===== src/rtl/nsx_consts.svh =====
`ifndef NSX_CONSTS_SVH
`define NSX_CONSTS_SVH

// ----------------------------------------------------------------------
// instruction word fields
// ----------------------------------------------------------------------
`define NSX_WORD_W         12
`define NSX_DATA_W         8
`define NSX_FADDR_W        5
`define NSX_DEST_BIT       5
`define NSX_NIBBLE_W       4

// ----------------------------------------------------------------------
// opcode patterns
// ----------------------------------------------------------------------
`define NSX_SWAP_PAT       6'h0e
`define NSX_XORF_PAT       6'h06
`define NSX_XORL_PAT       4'hf
`define NSX_DIRL_PAT       9'h000
`define NSX_DIRL_PORT      3'h6

// ----------------------------------------------------------------------
// reset values
// ----------------------------------------------------------------------
`define NSX_ACC_RST        8'h00
`define NSX_DIR_RST        8'hff
`define NSX_ZERO_RST       1'h0

`endif


===== src/rtl/nsx_pkg.sv =====
package nsx_pkg;

    // ------------------------------------------------------------------
    // operation kinds
    // ------------------------------------------------------------------
    typedef enum logic [2:0] {
        NSX_OP_NONE,
        NSX_OP_SWAP,
        NSX_OP_DIRL,
        NSX_OP_XORL,
        NSX_OP_XORF,
        NSX_OP_OTHER
    } nsx_op_t;

    // ------------------------------------------------------------------
    // request from the fetch stage: word plus the addressed file value
    // ------------------------------------------------------------------
    typedef struct packed {
        logic        valid;
        logic [11:0] word;
        logic [7:0]  file_data;
    } nsx_req_t;

    // ------------------------------------------------------------------
    // decoded fields
    // ------------------------------------------------------------------
    typedef struct packed {
        nsx_op_t     op;
        logic        to_file;
        logic [4:0]  faddr;
        logic [7:0]  literal;
    } nsx_dec_t;

    // ------------------------------------------------------------------
    // write-back to the file register array
    // ------------------------------------------------------------------
    typedef struct packed {
        logic        we;
        logic [4:0]  addr;
        logic [7:0]  data;
    } nsx_fwr_t;

endpackage : nsx_pkg


===== src/rtl/nsx_decode.sv =====
`timescale 1ns/10ps
`include "nsx_consts.svh"

module nsx_decode
    import nsx_pkg::*;
(
    input  wire logic [11:0] word_in,
    input  wire logic        valid_in,
    output nsx_dec_t         dec_out
);

    // ------------------------------------------------------------------
    // opcode match
    // ------------------------------------------------------------------
    wire is_swap = (word_in[11:6] == `NSX_SWAP_PAT);
    wire is_xorf = (word_in[11:6] == `NSX_XORF_PAT);
    wire is_xorl = (word_in[11:8] == `NSX_XORL_PAT);
    // only operand 6 names a port; other operands of this pattern
    // belong to unrelated instructions and are left to the core
    wire is_dirl = (word_in[11:3] == `NSX_DIRL_PAT)
                 && (word_in[2:0] == `NSX_DIRL_PORT);

    wire nsx_op_t op_sel = !valid_in ? NSX_OP_NONE :
                           is_swap   ? NSX_OP_SWAP :
                           is_xorf   ? NSX_OP_XORF :
                           is_xorl   ? NSX_OP_XORL :
                           is_dirl   ? NSX_OP_DIRL : NSX_OP_OTHER;

    assign dec_out.op      = op_sel;
    assign dec_out.to_file = word_in[`NSX_DEST_BIT];
    assign dec_out.faddr   = word_in[`NSX_FADDR_W-1:0];
    assign dec_out.literal = word_in[`NSX_DATA_W-1:0];

endmodule : nsx_decode


===== src/rtl/nsx_exec.sv =====
`timescale 1ns/10ps
`include "nsx_consts.svh"

// Function
// - nibble swap exchanges high and low nibbles of a file register, flags untouched
// - nibble swap destination bit 0 writes accumulator, 1 writes file register
// - direction load with operand 6 copies accumulator to port direction register
// - literal xor replaces accumulator with accumulator xor literal, only zero flag
// - file xor computes accumulator xor file register, updates only zero flag
// - file xor destination bit 0 writes accumulator, 1 writes file register
module nsx_exec
    import nsx_pkg::*;
(
    input  wire logic        clock_in,
    input  wire logic        srst_in,
    input  wire nsx_req_t    req_in,
    input  wire logic        acc_load_in,
    input  wire logic [7:0]  acc_load_data_in,
    output logic [7:0]       acc_out,
    output logic [7:0]       dir_out,
    output logic             zero_out,
    output nsx_fwr_t         fwr_out,
    output logic             done_out,
    output logic             other_out,
    output nsx_op_t          last_op_out
);

    // ------------------------------------------------------------------
    // state
    // ------------------------------------------------------------------
    logic [7:0]  acc_ff;
    logic [7:0]  dir_ff;
    logic        zero_ff;
    nsx_fwr_t    fwr_ff;
    logic        done_ff;
    logic        other_ff;
    nsx_op_t     last_op_ff;

    logic [7:0]  nxt_acc;
    logic [7:0]  nxt_dir;
    logic        nxt_zero;
    nsx_fwr_t    nxt_fwr;
    logic        nxt_done;
    logic        nxt_other;
    nsx_op_t     nxt_last_op;

    // ------------------------------------------------------------------
    // decode
    // ------------------------------------------------------------------
    nsx_dec_t    dec;

    nsx_decode u_decode (
        .word_in  (req_in.word),
        .valid_in (req_in.valid),
        .dec_out  (dec)
    );

    // one-hot view of the decoded kind
    wire op_swap  = (dec.op == NSX_OP_SWAP);
    wire op_dirl  = (dec.op == NSX_OP_DIRL);
    wire op_xorl  = (dec.op == NSX_OP_XORL);
    wire op_xorf  = (dec.op == NSX_OP_XORF);
    wire op_other = (dec.op == NSX_OP_OTHER);
    wire op_ours  = op_swap | op_dirl | op_xorl | op_xorf;

    // ------------------------------------------------------------------
    // datapath
    // ------------------------------------------------------------------
    // the file operand arrives with the word, so the swap needs no read
    // cycle of its own and finishes in the same cycle it is taken
    // nothing is forwarded here: a write-back lands in the file array one
    // cycle later, so the caller bypasses it into file_data when the next
    // word names the same register
    wire [7:0] swap_res = {req_in.file_data[3:0],
                           req_in.file_data[7:4]};
    wire [7:0] xorl_res = acc_ff ^ dec.literal;
    wire [7:0] xorf_res = acc_ff ^ req_in.file_data;

    wire [7:0] alu_res  = op_swap ? swap_res :
                          op_xorl ? xorl_res :
                          op_xorf ? xorf_res : acc_ff;

    // the literal form has no destination bit: bit 5 is literal data
    wire swap_to_acc  = op_swap && !dec.to_file;
    wire swap_to_file = op_swap && dec.to_file;
    wire xorf_to_acc  = op_xorf && !dec.to_file;
    wire xorf_to_file = op_xorf && dec.to_file;
    wire to_file      = swap_to_file | xorf_to_file;
    wire to_acc       = swap_to_acc | xorf_to_acc | op_xorl;
    wire sets_zero    = op_xorl | op_xorf;
    wire res_zero     = (alu_res == 8'h00);
    wire side_load    = acc_load_in && !to_acc;

    // ------------------------------------------------------------------
    // next state
    // ------------------------------------------------------------------
    // an instruction that writes the accumulator wins over the side load;
    // the side load stands in for the rest of the instruction set
    always_comb begin
        nxt_acc = acc_ff;
        if (to_acc) begin
            nxt_acc = alu_res;
        end else if (side_load) begin
            nxt_acc = acc_load_data_in;
        end
    end

    always_comb begin
        nxt_dir = dir_ff;
        if (op_dirl) begin
            nxt_dir = acc_ff;
        end
    end

    // swap and direction load leave the flag alone
    always_comb begin
        nxt_zero = zero_ff;
        if (sets_zero) begin
            nxt_zero = res_zero;
        end
    end

    always_comb begin
        nxt_fwr.we   = to_file;
        nxt_fwr.addr = dec.faddr;
        nxt_fwr.data = alu_res;
    end

    always_comb begin
        nxt_done  = op_ours;
        nxt_other = op_other;
    end

    always_comb begin
        nxt_last_op = last_op_ff;
        case (dec.op)
            NSX_OP_SWAP,
            NSX_OP_DIRL,
            NSX_OP_XORL,
            NSX_OP_XORF: begin
                nxt_last_op = dec.op;
            end
            NSX_OP_NONE,
            NSX_OP_OTHER: begin
                nxt_last_op = last_op_ff;
            end
            default: begin
                nxt_last_op = last_op_ff;
            end
        endcase
    end

    // ------------------------------------------------------------------
    // registers
    // ------------------------------------------------------------------
    always_ff @(posedge clock_in) begin
        if (srst_in) begin
            acc_ff <= `NSX_ACC_RST;
        end else begin
            acc_ff <= nxt_acc;
        end
    end

    // all ones after reset so every port pin starts as an input
    always_ff @(posedge clock_in) begin
        if (srst_in) begin
            dir_ff <= `NSX_DIR_RST;
        end else begin
            dir_ff <= nxt_dir;
        end
    end

    always_ff @(posedge clock_in) begin
        if (srst_in) begin
            zero_ff <= `NSX_ZERO_RST;
        end else begin
            zero_ff <= nxt_zero;
        end
    end

    always_ff @(posedge clock_in) begin
        if (srst_in) begin
            fwr_ff <= '0;
        end else begin
            fwr_ff <= nxt_fwr;
        end
    end

    // done and other are one-cycle pulses: they drop at the next edge
    // unless another word that sets the same pulse is taken there
    always_ff @(posedge clock_in) begin
        if (srst_in) begin
            done_ff  <= 1'b0;
            other_ff <= 1'b0;
        end else begin
            done_ff  <= nxt_done;
            other_ff <= nxt_other;
        end
    end

    // the last handled kind survives words that are not ours
    always_ff @(posedge clock_in) begin
        if (srst_in) begin
            last_op_ff <= NSX_OP_NONE;
        end else begin
            last_op_ff <= nxt_last_op;
        end
    end

    // ------------------------------------------------------------------
    // outputs
    // ------------------------------------------------------------------
    // every output is a register; nothing combinational reaches a pin
    assign acc_out     = acc_ff;
    assign dir_out     = dir_ff;
    assign zero_out    = zero_ff;
    assign fwr_out     = fwr_ff;
    assign done_out    = done_ff;
    assign other_out   = other_ff;
    assign last_op_out = last_op_ff;

endmodule : nsx_exec


===== config.mk =====
export PLATFORM = sky130hd
export DESIGN_NAME = nsx_exec
export DESIGN_NICKNAME = d
export VERILOG_FILES = /design/src/rtl/nsx_pkg.sv /design/src/rtl/nsx_decode.sv /design/src/rtl/nsx_exec.sv
export VERILOG_INCLUDE_DIRS = /design/src /design/src/rtl
export SDC_FILE = /design/constraint.sdc
export NUM_CORES = 1
export LEC_CHECK = 0
export ABC_AREA = 1
export BUFFER_PORTS_ARGS = -buffer_cell sky130_fd_sc_hd__buf_2
export CAP_MARGIN = 30
export CORE_ASPECT_RATIO = 2
export CORE_MARGIN = 10
export CORE_UTILIZATION = 30
export CTS_CLUSTER_SIZE = 14
export DETAILED_ROUTE_END_ITERATION = 10
export GPL_ROUTABILITY_DRIVEN = 1
export PLACE_DENSITY = 0.58
export SKIP_LAST_GASP = 1
export SYNTH_ARGS = -nofsm -noshare
export SYNTH_HDL_FRONTEND = slang
export SYNTH_SLANG_ARGS = --single-unit

===== constraint.sdc =====
create_clock -name clock_in -period 4.2 [get_ports clock_in]
set_clock_uncertainty 0.15 [all_clocks]
set_input_delay 0.42 -clock clock_in [delete_from_list [all_inputs] [get_ports clock_in]]
set_output_delay 0.42 -clock clock_in [all_outputs]
set_load 0.02 [all_outputs]

==> flow_summary.yaml <==
yosys:
  yosysTopAreaCell: "dfxtp_1"
  synth_warnings: 0
  synth_area_leaders: "dfxtp_1 (38%), nand2_1 (15%), nand3_1 (8.4%), inv_1 (6.1%), nor2_1 (6.1%)"
  syn-cell-area_mm2: 0.00191
  synthCells: 275
  syn_area_per_cell_um2: 6.96
  synthesis.nets: 307
  synthDistinctLibCells: 28
  seq_area_frac_synth_pct: 37.7
  synth_top_cell_area_share_pct: 37.7
  ys_seq_elements: 36
cells_and_area:
  diodes: 0
  final_nets: 375
  syn2layout_area_growth_pct: 29.4
  seq_area_um2: 721
  fillCellCount: 702
  drive_gt1_share_pct: 28.3
  multiInputGateArea_mm2: 0.00101
  postLayoutCellArea_mm2: 0.00247
floorplan:
  core_area_mm2: 0.00626
  die_width_um: 76.5
  die_h_um: 133
  placementRows: 41
  initial_core_util_pct: 30.6
  fp.dieArea_mm2: 0.0102
  ioPinCount: 68
sta:
  worst-slew-pin-transition_ps: 487
  fin_tns_setup_ps: 0
  rsz0062_at_grt: "false"
  drv_slew: 0
  min_period_over_period_pct: 54.0
  fmax_mhz: 441
  fin_crit_ps: 2270
  maxSlewHeadroom_pct: 67.5
  setup_viol: 0
  finalHoldViolCount: 0
grt:
  grt_pass1_vias: 2086
  grt.total_usage_pct: 12.3
  grt_pass1_wl_um: 10100
  overflow: 0
  grt_max_degree: 23
  antenna_found_initial: 0
clock_network:
  cts_tree: "yes"
  ctsHoldBuffers: 0
  cts_made_buffers: 5
  cts_htree_levels: 2
  clockBufferDepth: 2
  cts_sinks: 36
  clkTransAtPathRegs_ps: 50
  cts_root_buf: "clkbuf_16"
  postCtsSetupBuffers: 0
  clock_latency_ps: 280
  post_cts_resized: 0
detailed_routing:
  met2_length_um: 3440
  wl_met3_um: 324
  drt_iter0_markers: 102
  wl_um: 6150
  num_vias: 1958
  drt_pass1_iterations: 4
  routed.top_layer: "met4"
  wl_per_cell_um: 14.3
  final_antenna_net_count: 0
  drc: 0
  avgViaCountPerCell: 4.56
  wl_met1_um: 2240
setup_path:
  cp_max_fo: 12
  critPathKind: "in2reg"
  cp.arrival_ps: 2290
  endpoint_kind: "register"
  start_kind: "input pin"
  required_ps: 4230
power_and_ir_drop:
  power_leakage_nw: 1.32
  powerDensity_mw_per_mm2: 371
  total_power_mw: 0.918
  peakVddDrop_mv: 0.193
placed_design:
  dp_hpwl_um: 5180
  portBuffers: 67
  gp_congestion: 0.929
  place_area_mm2: 0.00232
status:
  status: "finished, final reports clean"
flow_run:
  maxCapViolCount: 0
hold_path:
  hold_path_class: "in2reg"
cell usage in the layout (no fill, tap or decap), drive strengths merged:
cell type / synthesis / final
nand4: 2 / 2
o21ai: 10 / 10
xor2: 8 / 8
clkbuf: 4 / 7
clkinv: 1 / 1
o211ai: 6 / 6
nor2: 36 / 36
o31ai: 4 / 4
buf: 2 / 67
o2111ai: 2 / 2
nand2: 79 / 79
nand3: 34 / 34
inv: 37 / 37
a21oi: 12 / 12
dfxtp: 36 / 36
nor3: 2 / 2
synth_stat cells (all sizes together):
master   count
xor2         8
nand3       34
nand4        2
a21oi       12
nor3         2
buf          2
dfxtp       36
o21ai       10
inv         37
nand2       79
clkbuf       4
clkinv       1
o211ai       6
nor2        36
o2111ai      2
o31ai        4
stage by stage:
step	worst slack, ps	std cells	utilization [%]	hold WS, ps
after global routing	1730	429	39.5	257
after detailed placement	1600	422	37.1	296
after global placement	1650	422	37.1	290
after floorplan	2180	275	-	354
after CTS	1890	429	39.5	219
final	1930	429	39.5	223
path summary, 6_finish.rpt:
kind,from,endpoint,slack (ps),depth (start not counted)
min,req_in[10],fwr_out[10]$_SDFF_PP0_,220,3
min reg2reg,dir_out[0]$_SDFFE_PP1P_,dir_out[0]$_SDFFE_PP1P_,300,2
max,req_in[11],acc_out[5]$_SDFFE_PP0P_,1930,13
max reg2reg,acc_out[1]$_SDFFE_PP0P_,acc_out[1]$_SDFFE_PP0P_,2610,9
state kept, by name (all words and copies together), names as in the netlist:
register and cells:
acc_out 8, dir_out 8, done_out 1, fwr_out 14, last_op_out 3, other_out 1, zero_out 1
where the power goes:
group | total (mW) | leakage [nW] | internal, mW | switching (mW)
logic | 0.162 | 0.947 | 0.0547 | 0.107
clock network | 0.381 | 0.0760 | 0.249 | 0.132
registers | 0.375 | 0.296 | 0.361 | 0.0146
worst max-delay path, cell delays in order:
cell and delay [ps]:
buf_2 110, inv_1 100, nand2_1 70, nor2_1 200, nand3_4 160, nand2_2 230
nor2_4 100, nand3_4 170, nand2_4 90, a21oi_4 250, inv_2 170, a21oi_1 170
inv_1 50
cell type report:
class | instances | share of cell area, %
timing repair buffer | 67 | 13.5
tap | 86 | 4.35
sequential | 36 | 29.1
inverter | 38 | 5.97
multi-input combinational | 195 | 40.8
clock buffer | 7 | 6.17
layer usage:
| layer | global-route usage [%] | vias to the layer above |
|---|---|---|
| met4 | 6.13 | 0 |
| met5 | 0 | - |
| met3 | 3.12 | 11 |
| met1 | 11.1 | 866 |
| li1 | - | 1021 |
| met2 | 24.1 | 60 |
kinds of logic after synthesis:
group | Yosys count | synth area share, %
compound gates | 34 | 12.3
xor+xnor | 8 | 3.66
buf+inv | 44 | 9.48
flops | 36 | 37.7
simple gates | 153 | 36.9
(Power assumes the default switching activity.)
